[src/flash_read_pkg.sv]
package flash_read_pkg;

  // frame states, gray coded along idle-opcode-addr-mode-dummy-data
  typedef enum logic [2:0] {
    ST_IDLE   = 3'b000,
    ST_OPCODE = 3'b001,
    ST_ADDR   = 3'b011,
    ST_MODE   = 3'b010,
    ST_DUMMY  = 3'b110,
    ST_DATA   = 3'b111,
    ST_REJECT = 3'b101
  } state_t;

  // read command codes
  localparam logic [7:0] NORMAL_READ_CMD              = 8'h03;
  localparam logic [7:0] FAST_READ_CMD                = 8'h0b;
  localparam logic [7:0] SINGLE_DOUBLE_RATE_READ_CMD  = 8'h0d;
  localparam logic [7:0] DUAL_IO_READ_CMD             = 8'hbb;
  localparam logic [7:0] DUAL_IO_DOUBLE_RATE_READ_CMD = 8'hbd;
  localparam logic [7:0] QUAD_IO_READ_CMD             = 8'heb;
  localparam logic [7:0] QUAD_IO_DOUBLE_RATE_READ_CMD = 8'hed;

  // frame field sizes
  localparam logic [4:0] OPCODE_BITS = 5'd8;
  localparam logic [4:0] ADDR_BITS   = 5'd24;
  localparam logic [4:0] MODE_BITS   = 5'd8;
  localparam int         ADDR_W      = 24;

  // dummy clocks per command (quad ones follow the mode byte)
  localparam logic [4:0] FAST_DUMMY_CLOCKS        = 5'd8;
  localparam logic [4:0] SINGLE_DDR_DUMMY_CLOCKS  = 5'd6;
  localparam logic [4:0] DUAL_DUMMY_CLOCKS        = 5'd4;
  localparam logic [4:0] DUAL_DDR_DUMMY_CLOCKS    = 5'd6;
  localparam logic [4:0] QUAD_ENH_DUMMY_CLOCKS    = 5'd4;
  localparam logic [4:0] QUAD_DDR_ENH_DUMMY_CLOCKS = 5'd7;

  // lane width code: 0 one line, 1 two lines, 2 four lines
  typedef struct packed {
    logic       valid;
    logic [1:0] lg;
    logic       ddr;
    logic       has_mode;
    logic [4:0] dummy;    // in capture events
    logic       guarded;  // refused while a write cycle runs
    logic       quad;
  } cfg_t;

  function automatic cfg_t make_cfg(input logic [1:0] lg, input logic ddr,
                                    input logic [4:0] clocks, input logic guarded);
    cfg_t c;
    c.valid    = 1'b1;
    c.lg       = lg;
    c.ddr      = ddr;
    c.has_mode = (lg == 2'd2);
    c.dummy    = ddr ? 5'(clocks << 1) : clocks;
    c.guarded  = guarded;
    c.quad     = (lg == 2'd2);
    return c;
  endfunction

  function automatic cfg_t decode_cmd(input logic [7:0] op);
    cfg_t c;
    c = '0;
    unique case (op)
      NORMAL_READ_CMD:              c = make_cfg(2'd0, 1'b0, 5'd0, 1'b0);
      FAST_READ_CMD:                c = make_cfg(2'd0, 1'b0, FAST_DUMMY_CLOCKS, 1'b1);
      SINGLE_DOUBLE_RATE_READ_CMD:  c = make_cfg(2'd0, 1'b1, SINGLE_DDR_DUMMY_CLOCKS, 1'b1);
      DUAL_IO_READ_CMD:             c = make_cfg(2'd1, 1'b0, DUAL_DUMMY_CLOCKS, 1'b1);
      DUAL_IO_DOUBLE_RATE_READ_CMD: c = make_cfg(2'd1, 1'b1, DUAL_DDR_DUMMY_CLOCKS, 1'b1);
      QUAD_IO_READ_CMD:             c = make_cfg(2'd2, 1'b0, QUAD_ENH_DUMMY_CLOCKS, 1'b1);
      QUAD_IO_DOUBLE_RATE_READ_CMD: c = make_cfg(2'd2, 1'b1, QUAD_DDR_ENH_DUMMY_CLOCKS, 1'b1);
      default:                      c = '0;
    endcase
    return c;
  endfunction

endpackage

[src/serial_flash_read_engine.sv]
`timescale 1ns/1ps
// Functional notes
// RULE1: basic read captures address on rising clock, drives data on falling clock.
// RULE2: start anywhere, address increments after each byte, wraps to zero at top.
// RULE3: host drops select, sends opcode, 3-byte address, reads; may end anytime.
// RULE4: fast read inserts one dummy byte after address before data.
// RULE5: during write cycle refuse fast, double-rate and multi-line reads, cycle untouched.
// RULE6: single double-rate read: opcode one bit per clock, then two bits per clock.
// RULE7: single double-rate read waits six dummy clocks before data.
// RULE8: dual read: address on two lines, four dummy clocks, data on two lines.
// RULE9: dual double-rate read: opcode serial, then two bits per edge.
// RULE10: dual double-rate read waits six dummy clocks before data.
// RULE11: host sets quad enable before quad read.
// RULE12: quad read: address on four lines, six dummy cycles, data until select rises.
// RULE13: quad enhance: mode byte, four dummy, next frame skips opcode.
// RULE14: enhance kept when mode nibbles complement, else cleared for next frame.
// RULE15: quad double-rate read: opcode serial, then four bits per edge.
// RULE16: quad double-rate read: eight dummy clocks between address and data.
// RULE17: quad double-rate enhance: mode byte, seven dummy clocks, next frame skips opcode.
// RULE18: host sets quad enable before quad double-rate read.
// RULE19: line two is write protect unless quad enable is set.
// RULE20: write-in-progress holds one through the write cycle, then clears.
// RULE21: data lines released whenever select high or not in data phase.
// RULE22: select rising discards partial frame; decoding restarts on next select fall.
module serial_flash_read_engine
  import flash_read_pkg::*;
#(
  parameter logic [ADDR_W-1:0] LAST_ADDR = 24'hffffff
) (
  // clock and reset
  input  wire logic              CLK_IN,
  input  wire logic              RST_IN,
  // serial link pins
  input  wire logic              CS_N_IN,
  input  wire logic              SCLK_IN,
  input  wire logic [3:0]        IO_IN,
  output logic      [3:0]        IO_OUT,
  output logic      [3:0]        IO_OE_N_OUT,
  // array read port
  output logic      [ADDR_W-1:0] MEM_ADDR_OUT,
  input  wire logic [7:0]        MEM_DATA_IN,
  // status
  input  wire logic              QUAD_ENABLE_IN,
  input  wire logic              WRITE_CYCLE_START_IN,
  input  wire logic              WRITE_CYCLE_DONE_IN,
  output logic                   WRITE_IN_PROGRESS_OUT,
  output logic                   WRITE_PROTECT_ACTIVE_OUT
);

  typedef struct packed {
    state_t              st;
    cfg_t                cfg;
    logic [4:0]          cnt;
    logic                started;
    logic                sclk_q;
    logic [7:0]          sh;
    logic [ADDR_W-1:0]   addr;
    logic                enh;
    logic                write_in_progress_bit;
    logic [3:0]          io;
    logic [3:0]          oe_n;
    logic                wp_act;
  } regs_t;

  regs_t r;
  regs_t n;

  logic       cs_n_s;
  logic       sclk_s;
  logic [3:0] io_s;

  // all host pins cross through the same two-stage synchroniser
  pin_sync #(
    .W(6)
  ) u_sync (
    .clk_in    (CLK_IN),
    .rst_in    (RST_IN),
    .d_in      ({CS_N_IN, SCLK_IN, IO_IN}),
    .rst_val_in(6'h24), // select high, clock low, protect line at its pull-up level
    .q_out     ({cs_n_s, sclk_s, io_s})
  );

  // capture beats needed for a field, from its bit count and width code
  function automatic logic [4:0] beats(input logic [4:0] bits, input logic [1:0] lg);
    return 5'(bits >> lg);
  endfunction

  // shift captured lanes into a word, line zero is least significant
  function automatic logic [ADDR_W-1:0] shift_addr(input logic [ADDR_W-1:0] a,
                                                   input logic [3:0] d,
                                                   input logic [1:0] lg);
    logic [ADDR_W-1:0] v;
    v = a;
    unique case (lg)
      2'd0:    v = {a[ADDR_W-2:0], d[0]};
      2'd1:    v = {a[ADDR_W-3:0], d[1:0]};
      default: v = {a[ADDR_W-5:0], d[3:0]};
    endcase
    return v;
  endfunction

  logic rise;
  logic fall;
  logic cap;
  logic launch;
  logic [7:0]  obyte;
  logic [7:0]  op_next;
  logic [7:0]  mode_next;
  cfg_t        dec;

  always_comb begin
    n         = r;
    rise      = sclk_s & ~r.sclk_q;
    fall      = ~sclk_s & r.sclk_q;
    // double rate waits for a rising edge so fields align on whole clocks
    cap       = r.cfg.ddr ? (rise | (fall & r.started)) : rise; // RULE1 RULE6 RULE9 RULE15
    launch    = r.cfg.ddr ? (rise | fall) : fall; // RULE1 RULE8
    obyte     = (r.cnt == 5'd0) ? MEM_DATA_IN : r.sh;
    op_next   = {r.sh[6:0], io_s[0]};
    mode_next = 8'(shift_addr({16'h0000, r.sh}, io_s, r.cfg.lg));
    dec       = decode_cmd(op_next);
    n.sclk_q  = sclk_s;

    // write cycle flag, start wins over done
    if (WRITE_CYCLE_DONE_IN) begin
      n.write_in_progress_bit = 1'b0; // RULE20
    end
    if (WRITE_CYCLE_START_IN) begin
      n.write_in_progress_bit = 1'b1; // RULE20
    end
    // line two only acts as protect input outside quad use
    n.wp_act = ~QUAD_ENABLE_IN & ~io_s[2]; // RULE19

    unique case (r.st)
      ST_IDLE: begin
        n.oe_n    = 4'hf;
        n.cnt     = 5'd0;
        n.started = 1'b0;
        if (!cs_n_s) begin
          // address shifts in from zero, so partial values never pass the top
          n.addr = '0; // RULE2
          if (r.enh) begin
            // continuation frame starts straight at the address
            n.st = r.write_in_progress_bit ? ST_REJECT : ST_ADDR; // RULE13 RULE17 RULE5
          end else begin
            n.st = ST_OPCODE; // RULE22
          end
        end
      end
      ST_OPCODE: begin
        if (rise) begin
          n.sh  = op_next;
          n.cnt = r.cnt + 5'd1;
          if (r.cnt == OPCODE_BITS - 5'd1) begin
            n.cnt = 5'd0;
            n.cfg = dec;
            if (!dec.valid || (dec.guarded && r.write_in_progress_bit)) begin
              n.st = ST_REJECT; // RULE5
            end else if (dec.quad && !QUAD_ENABLE_IN) begin
              n.st = ST_REJECT; // RULE11 RULE18
            end else begin
              n.st = ST_ADDR; // RULE3
            end
          end
        end
      end
      ST_ADDR: begin
        if (rise) begin
          n.started = 1'b1;
        end
        if (cap || (rise && r.cfg.ddr)) begin
          n.addr = shift_addr(r.addr, io_s, r.cfg.lg); // RULE8 RULE12
          n.cnt  = r.cnt + 5'd1;
          if (r.cnt == beats(ADDR_BITS, r.cfg.lg) - 5'd1) begin
            n.cnt = 5'd0;
            if (r.cfg.has_mode) begin
              n.st = ST_MODE; // RULE13 RULE17
            end else if (r.cfg.dummy != 5'd0) begin
              n.st = ST_DUMMY; // RULE4
            end else begin
              n.st = ST_DATA; // RULE1
            end
          end
        end
      end
      ST_MODE: begin
        if (cap) begin
          n.sh  = mode_next;
          n.cnt = r.cnt + 5'd1;
          if (r.cnt == beats(MODE_BITS, r.cfg.lg) - 5'd1) begin
            n.cnt = 5'd0;
            // complementary nibbles keep the opcode-less mode alive
            n.enh = (mode_next[7:4] == ~mode_next[3:0]); // RULE14
            n.st  = ST_DUMMY; // RULE12 RULE16
          end
        end
      end
      ST_DUMMY: begin
        if (cap) begin
          n.cnt = r.cnt + 5'd1;
          if (r.cnt == r.cfg.dummy - 5'd1) begin
            n.cnt = 5'd0;
            n.st  = ST_DATA; // RULE4 RULE7 RULE8 RULE10 RULE13 RULE17
          end
        end
      end
      ST_DATA: begin
        if (launch) begin
          // first beat of a byte loads the array word for the current address
          unique case (r.cfg.lg)
            2'd0: begin
              n.io   = {2'b00, obyte[7], 1'b0};
              n.oe_n = 4'b1101; // RULE1
              n.sh   = {obyte[6:0], 1'b0};
            end
            2'd1: begin
              n.io   = {2'b00, obyte[7:6]};
              n.oe_n = 4'b1100; // RULE8 RULE9
              n.sh   = {obyte[5:0], 2'b00};
            end
            default: begin
              n.io   = obyte[7:4];
              n.oe_n = 4'b0000; // RULE12 RULE15
              n.sh   = {obyte[3:0], 4'h0};
            end
          endcase
          n.cnt = r.cnt + 5'd1;
          if (r.cnt == beats(5'd8, r.cfg.lg) - 5'd1) begin
            n.cnt = 5'd0;
            // next address settles long before the next launch edge
            n.addr = (r.addr == LAST_ADDR) ? '0 : r.addr + 1'b1; // RULE2
          end
        end
      end
      ST_REJECT: begin
        // refused frame: lines stay released until select rises
        n.oe_n = 4'hf; // RULE5
      end
      default: begin
        n.st = ST_IDLE;
      end
    endcase

    // select high ends any frame and releases the lines
    if (cs_n_s) begin
      n.st   = ST_IDLE; // RULE22 RULE3
      n.oe_n = 4'hf; // RULE21
    end
  end

  // single register stage for all state
  always_ff @(posedge CLK_IN) begin
    if (RST_IN) begin
      r        <= '0;
      r.st     <= ST_IDLE;
      r.oe_n   <= 4'hf;
    end else begin
      r <= n;
    end
  end

  // outputs straight from the state register
  assign IO_OUT                   = r.io;
  assign IO_OE_N_OUT              = r.oe_n;
  assign MEM_ADDR_OUT             = r.addr;
  assign WRITE_IN_PROGRESS_OUT    = r.write_in_progress_bit;
  assign WRITE_PROTECT_ACTIVE_OUT = r.wp_act;

endmodule // serial_flash_read_engine

[src/pin_sync.sv]
`timescale 1ns/1ps
// two-stage synchroniser for pins arriving from the host's domain
module pin_sync #(
  parameter int W = 1
) (
  input  wire logic         clk_in,
  input  wire logic         rst_in,
  input  wire logic [W-1:0] d_in,
  input  wire logic [W-1:0] rst_val_in,
  output logic      [W-1:0] q_out
);

  logic [W-1:0] meta_r;
  logic [W-1:0] q_r;

  // first stage feeds only the second stage; reset loads the idle pin levels
  // so no false select or clock edge shows up right after release
  always_ff @(posedge clk_in) begin
    if (rst_in) begin
      meta_r <= rst_val_in;
      q_r    <= rst_val_in;
    end else begin
      meta_r <= d_in;
      q_r    <= meta_r;
    end
  end

  // rst_val_in is a constant tie-off, output comes straight from the second stage
  assign q_out = q_r;

endmodule // pin_sync

[config.mk]
export PLATFORM = sky130hd
export DESIGN_NAME = serial_flash_read_engine
export DESIGN_NICKNAME = d
export VERILOG_FILES = /design/src/flash_read_pkg.sv /design/src/serial_flash_read_engine.sv /design/src/pin_sync.sv
export SDC_FILE = /design/constraint.sdc
export NUM_CORES = 1
export LEC_CHECK = 0
export BUFFER_PORTS_ARGS = -buffer_cell sky130_fd_sc_hd__buf_2
export CELL_PAD_IN_SITES_DETAIL_PLACEMENT = 0
export CELL_PAD_IN_SITES_GLOBAL_PLACEMENT = 1
export CORE_ASPECT_RATIO = 1.1
export CORE_MARGIN = 2
export CORE_UTILIZATION = 30
export CTS_CLUSTER_DIAMETER = 200
export DETAILED_ROUTE_END_ITERATION = 6
export GPL_TIMING_DRIVEN = 0
export PLACE_DENSITY = 0.6
export RECOVER_POWER = 100
export SYNTH_ARGS = -nofsm -noshare
export SYNTH_HDL_FRONTEND = slang
export SYNTH_SLANG_ARGS = --single-unit
export TNS_END_PERCENT = 100
[constraint.sdc]
create_clock -name CLK_IN -period 3.5 [get_ports CLK_IN]
set_clock_uncertainty 0.05 [all_clocks]
set_input_delay 0.175 -clock CLK_IN [delete_from_list [all_inputs] [get_ports CLK_IN]]
set_output_delay 0.175 -clock CLK_IN [all_outputs]
set_load 0.05 [all_outputs]
Yosys cells after proc, flatten, opt, wreduce, memory -nomap -nowiden --
Index checks and enable logic that the tools add are counted.
Word-level totals: bits in registers 77, output and inout bits 34
Cells by class: add/subtract/negate cells 5, eq/ne operators 32, shifts and indexed selects 2, muxes and demuxes 46, bitwise gates (word level) 12, reductions and logical operators 29
Operator list (number):
- $mux W24 | 4
- $pmux W12 S7 | 1
- $pmux W24 S3 | 1
- $pmux W24 S2 | 1
- $pmux W8 S2 | 3
- $mux W20 | 2
- $mux W5 | 7
- $mux W3 | 11
- $eq A8 B8 Y1 const B | 4
- $mux W32 | 1
- $pmux W5 S6 | 1
- $add A24 B1 Y24 const B | 1
- $eq A24 B24 Y1 const B | 1
- $mux W8 | 3
- $ne A2 B2 Y1 const B | 12
- $pmux W8 S3 | 1
- $pmux W3 S6 | 1
- $eq A8 B4 Y1 const B | 2
- $eq A5 B5 Y1 | 3
- $sub A5 B1 Y5 const B | 3
- $eq A3 B3 Y1 const B | 3
- $reduce_and A9 Y1 | 1
- $eq A8 B2 Y1 const B | 1
- $pmux W4 S2 | 1
- 31 further kinds | 57

Longest topological paths before layout --
word-level depth 8, gate-level depth with buffers 10

Cells and area by module --
From an unflattened synthesis, not the netlist that was laid out.
Second synthesis, totals: cells, all modules 710, area, all modules 5620.4 um2
Modules (own cells, without submodules):
- serial_flash_read_engine | instances 1, cells an instance 685, area an instance 5196.2 um2
- pin_sync | instances 1, cells an instance 25, area an instance 424.2 um2

Least setup slack after synthesis --
Ideal clock, no wire load.
path kind register to register, start point register r (netlist bit MEM_ADDR_OUT[0]), end point register r (netlist bit MEM_ADDR_OUT[7]), arrival time 2.134 ns, path slack 1.195 ns, stages on the path, launching flop included 9, buffers on the path 1, period minus slack after synthesis 2.305 ns, cells stage by stage dfxtp_1 ha_1 nand3_1 nor4_4 nand4_1 and4b_1 buf_6 and3_4 a221o_1
On the way: word-level cells in the longest chain between the ends 5, elaborated cells between the ends (all ways) 6, classes of those cells add/sub (1); eq/ne (1); mux (4)
Ends and longest elaborated chain:
- start: declaration | line serial_flash_read_engine.sv:65 | regs_t r;
- start signal: assignment | line serial_flash_read_engine.sv:258 | r <= n;
- $add A24 B1 Y24 or $eq A24 B24 Y1 (tied branches) | line serial_flash_read_engine.sv:231 | n.addr = (r.addr == LAST_ADDR) ? '0 : r.addr + 1'b1;
- $mux W24 * | line serial_flash_read_engine.sv:231
- $mux W24 * | line serial_flash_read_engine.sv:228 | if (r.cnt == beats(5'd8, r.cfg.lg) - 5'd1) begin
- $mux W32 * | line serial_flash_read_engine.sv:208 | if (launch) begin
- $pmux W24 S3 * | line serial_flash_read_engine.sv:134 | unique case (r.st)
Mark *: on every way between the ends. The rest lies on a longest branch, timed or not. The select of a mux whose other input is x is not followed. A chain may end at the register's enable or synchronous reset.

Worst setup path in the final report --
start point register r[53] in the netlist's numbering, end point register r[62] in the netlist's numbering
On the way: word-level cells in the longest chain between the ends 6, elaborated cells between the ends (all ways) 10, classes of those cells add/sub (1); eq/ne (2); mux (5); reduce/logical (2)
Ends and longest elaborated chain:
- branches (longest 6 deep; another with $sub A5 B1 Y5)
Parallel ways; which one is timed is not known. The select of a mux whose other input is x is not followed.

==> summary.md <==
| Metric | Value |
|---|---|
| Top post-synthesis cells by count | `nand2_1 (77), nor2_1 (72), dfxtp_1 (70), a21oi_1 (55), mux2i_1 (37)` |
| Req. time, crit path | `about 3.7 ns` |
| Mapped Cells | `between 700 and 800` |
| Std cell rows | `51` |
| Final WS setup | `roughly 0.31 ns` |
| Dpl hpwl | `between 10,000 and 15,000 um` |
| Max-cap violations | `0` |
| H-tree depth | `3` |
| P&R area growth vs syn | `15.9%` |
| Largest net degree at the start of global routing | `12` |
| Area contributors post-synth | `dfxtp_1 (26%), mux2i_1 (7.0%), nand2_1 (5.4%), a21oi_1 (5.2%), nor2_1 (5.1%)` |
| Most frequent cell after synthesis | `nand2_1` |
| Clock Latency Late Sink | `about 0.35 ns` |
| Die X | `~130 um` |
| IO Count | `53` |
| Total Routing Usage GR | `a little over a fifth` |
| Setup crit end kind | `flop` |
| Leakage power | `~2.3 nW` |
| Total CTS buffers | `9` |
| Clock share of power | `approximately 50%` |
| Psw | `0.457 mW` |
| DR pass1 iterations | `6` |
| Clock Pin Slew Worst Setup and Hold Paths | `0.06 ns` |
| EDFF count, synth | `0` |
| Vias | `approximately 5,500` |
| Final Hold Viols | `0` |
| Root Driver | `clkbuf_16` |
| Chip Height | `~140 um` |
| Netlist cell types | `81` |
| Die area | `between 15,000 and 20,000 um^2` |
| Metal2 WL | `about 9000 um` |
| Period utilization | `about nine tenths` |
| Pre-CTS setup slack | `around 0.51 ns` |
| Minimum clock period | `between 3 and 4 ns` |
| Vias per cell | `5.42` |
| Logic pwr share | `under 10%` |
| Routed Antenna Nets | `0` |
| First-pass GRT wire length | `30,100 um` |
| Post-synthesis cell area | `between 5000 and 6000 um^2` |
| Ys flop type | `dfxtp_1` |
| Mean routed wirelength per cell | `~19 um` |
| Starting density of the core | `30.2%` |
| Core Footprint | `between 15,000 and 20,000 um^2` |
| Ys Warns | `0` |
| I/O Buffers | `between 50 and 60` |
| Area share of the largest cell type after synthesis | `between 20% and 30%` |
| RSZ-0062 raised after global routing | `false` |
| Number of antenna diodes | `0` |
| Peak supply drop | `between 0.0002 and 0.00025 V` |
| Met1 WL | `roughly 9000 um` |
| Critical Path Start Type | `flop` |
| Iter 0 DRT Violations | `473` |
| Max Buffers Root-to-Sink | `2` |
| Worst Tran Pin Value | `between 1 and 1.5 ns` |
| DRC Markers | `0` |
| Initial antenna violation count | `0` |
| Sw frac | `between 20% and 30%` |
| #FFs+latches synth | `70` |
| WL met3 | `between 800 and 900 um` |
| Routability congestion estimate | `between 0.8 and 0.9` |
| R2r setup slk | `a little over 0.3 ns` |
| Yosys top cell by area | `dfxtp_1` |
| Top Metal Used | `met4` |
| WS Path Type | `reg -> reg` |
| CTS tree | `built` |
| Total negative slack | `0 ns` |
| Status | `completed` |
| Relative max-transition margin | `roughly a fifth` |
| Fin nets | `between 700 and 800` |
| Seq/Total Area, Yosys | `a little over a quarter` |
| CP max FO | `6` |
| Total grt overflow | `0` |
| Layout Utilization | `35.1%` |
| Data arrival time at the worst-slack endpoint | `3.36 ns` |
| FMAX | `between 0.3 and 0.4 GHz` |
| Layout cell share with drive strength beyond 1 | `roughly 14%` |
| Clock sink count | `70` |
| Post-Route WL | `around 19,000 um` |
| Reg power frac | `42.9%` |
| Asr flop ratio synth | `0%` |
| Slew Viols, Final | `0` |
| Syn avg cell area | `~7.6 um^2` |
| Min-delay worst type | `in -> reg` |
| P per Cell Area | `307 nW/um^2` |
| Number of global-route vias before repair | `between 5,000 and 6,000` |
| Setup violators final | `0` |
| Mapped Nets | `between 700 and 800` |
| Int Pwr | `~1.4 mW` |
[sequential cells by signal, summed over array words and instances, names as in the netlist]
| register | count |
|---|---|
| u_sync.meta_r | 6 |
| MEM_ADDR_OUT | 24 |
| IO_OUT | 4 |
| WRITE_IN_PROGRESS_OUT | 1 |
| r | 18 |
| WRITE_PROTECT_ACTIVE_OUT | 1 |
| u_sync.q_out | 6 |
| IO_OE_N_OUT | 3 |
| op_next | 7 |
[metrics by stage]
step	instance area, um^2	std cells	power (mW)	hold WS (ns)
2_1_floorplan	5310	701	0.896	0.204
3_3_place_gp	5860	990	0.939	0.309
3_5_place_dp	5860	990	0.939	0.311
4_1_cts	6240	1014	1.92	0.0541
5_1_grt	6150	1014	1.96	0.109
6_report	6150	1014	1.89	0.0712
[power groups by stage]
stage / clock network, mW / logic (mW) / registers [mW]
after floorplan: 0 / 0.0660 / 0.830
after global placement: 0 / 0.109 / 0.829
after detailed placement: 0 / 0.109 / 0.830
after CTS: 0.992 / 0.117 / 0.812
after global routing: 1.02 / 0.124 / 0.813
final: 0.965 / 0.115 / 0.812
[cells by family after synthesis]
logic type               share of synthesized area [%]
multiplexers                                      8.04
AND/OR/NAND/NOR                                   25.5
XOR/XNOR                                          2.31
flip-flops                                        26.4
buffers and inverters                             11.6
AO/OA/AOI/OAI                                     24.4
adder cells (fa/ha/maj)                           1.84
[per-layer routing]
metal / vias to the layer above / track usage (%)
met5: - / 0
met3: 37 / 3.91
met1: 2637 / 27.1
met2: 179 / 35.0
met4: 0 / 8.40
li1: 2642 / -
[timing repair]
item,CTS,global route
gates resized for setup,0,0
hold buffers,8,0
setup buffers,0,0
hold endpoints to repair,8,0
[cells in the final DEF, fill, tap and decap left out, types with 9 or more instances in the layout]
cell type and count:
dfxtp_1 70, nor2b_1 14, a211oi_1 9, inv_1 16
buf_2 32, nand2_1 77, clkbuf_16 9, a21oi_1 55
nor3_1 11, mux2i_1 37, buf_4 34, nor2_1 72
o21ai_0 30, nand3_1 32, xor2_1 10, clkbuf_1 72
o32ai_1 11
[cell type report]
class | instances | area, um^2
clock buffer | 12 | 256
sequential | 70 | 1400
clock inverter | 4 | 45.0
tap | 238 | 298
inverter | 18 | 67.6
buffer | 94 | 526
timing repair buffer | 59 | 293
fill | 1915 | 11400
multi-input combinational | 519 | 3270
[worst max-delay path: stages, from the launching register on]
cell       delay, ns
dfxtp_1         0.40
inv_1           0.06
ha_1            0.19
ha_1            0.28
xor2_1          0.14
nand4_1         0.13
o211a_1         0.29
a2111oi_1       1.04
nor2_1          0.06
a2111oi_0       0.41
[path summary, 6_finish.rpt]
path | start | to | cells after the start
hold reg to reg | u_sync.meta_r[5] | u_sync.q_out[5] | 1
setup reg to reg | r[53] | r[62] | 9
setup / recovery | r[53] | r[62] | 9
hold / removal | WRITE_CYCLE_DONE_IN | WRITE_IN_PROGRESS_OUT | 4
(Power assumes the default switching activity.)
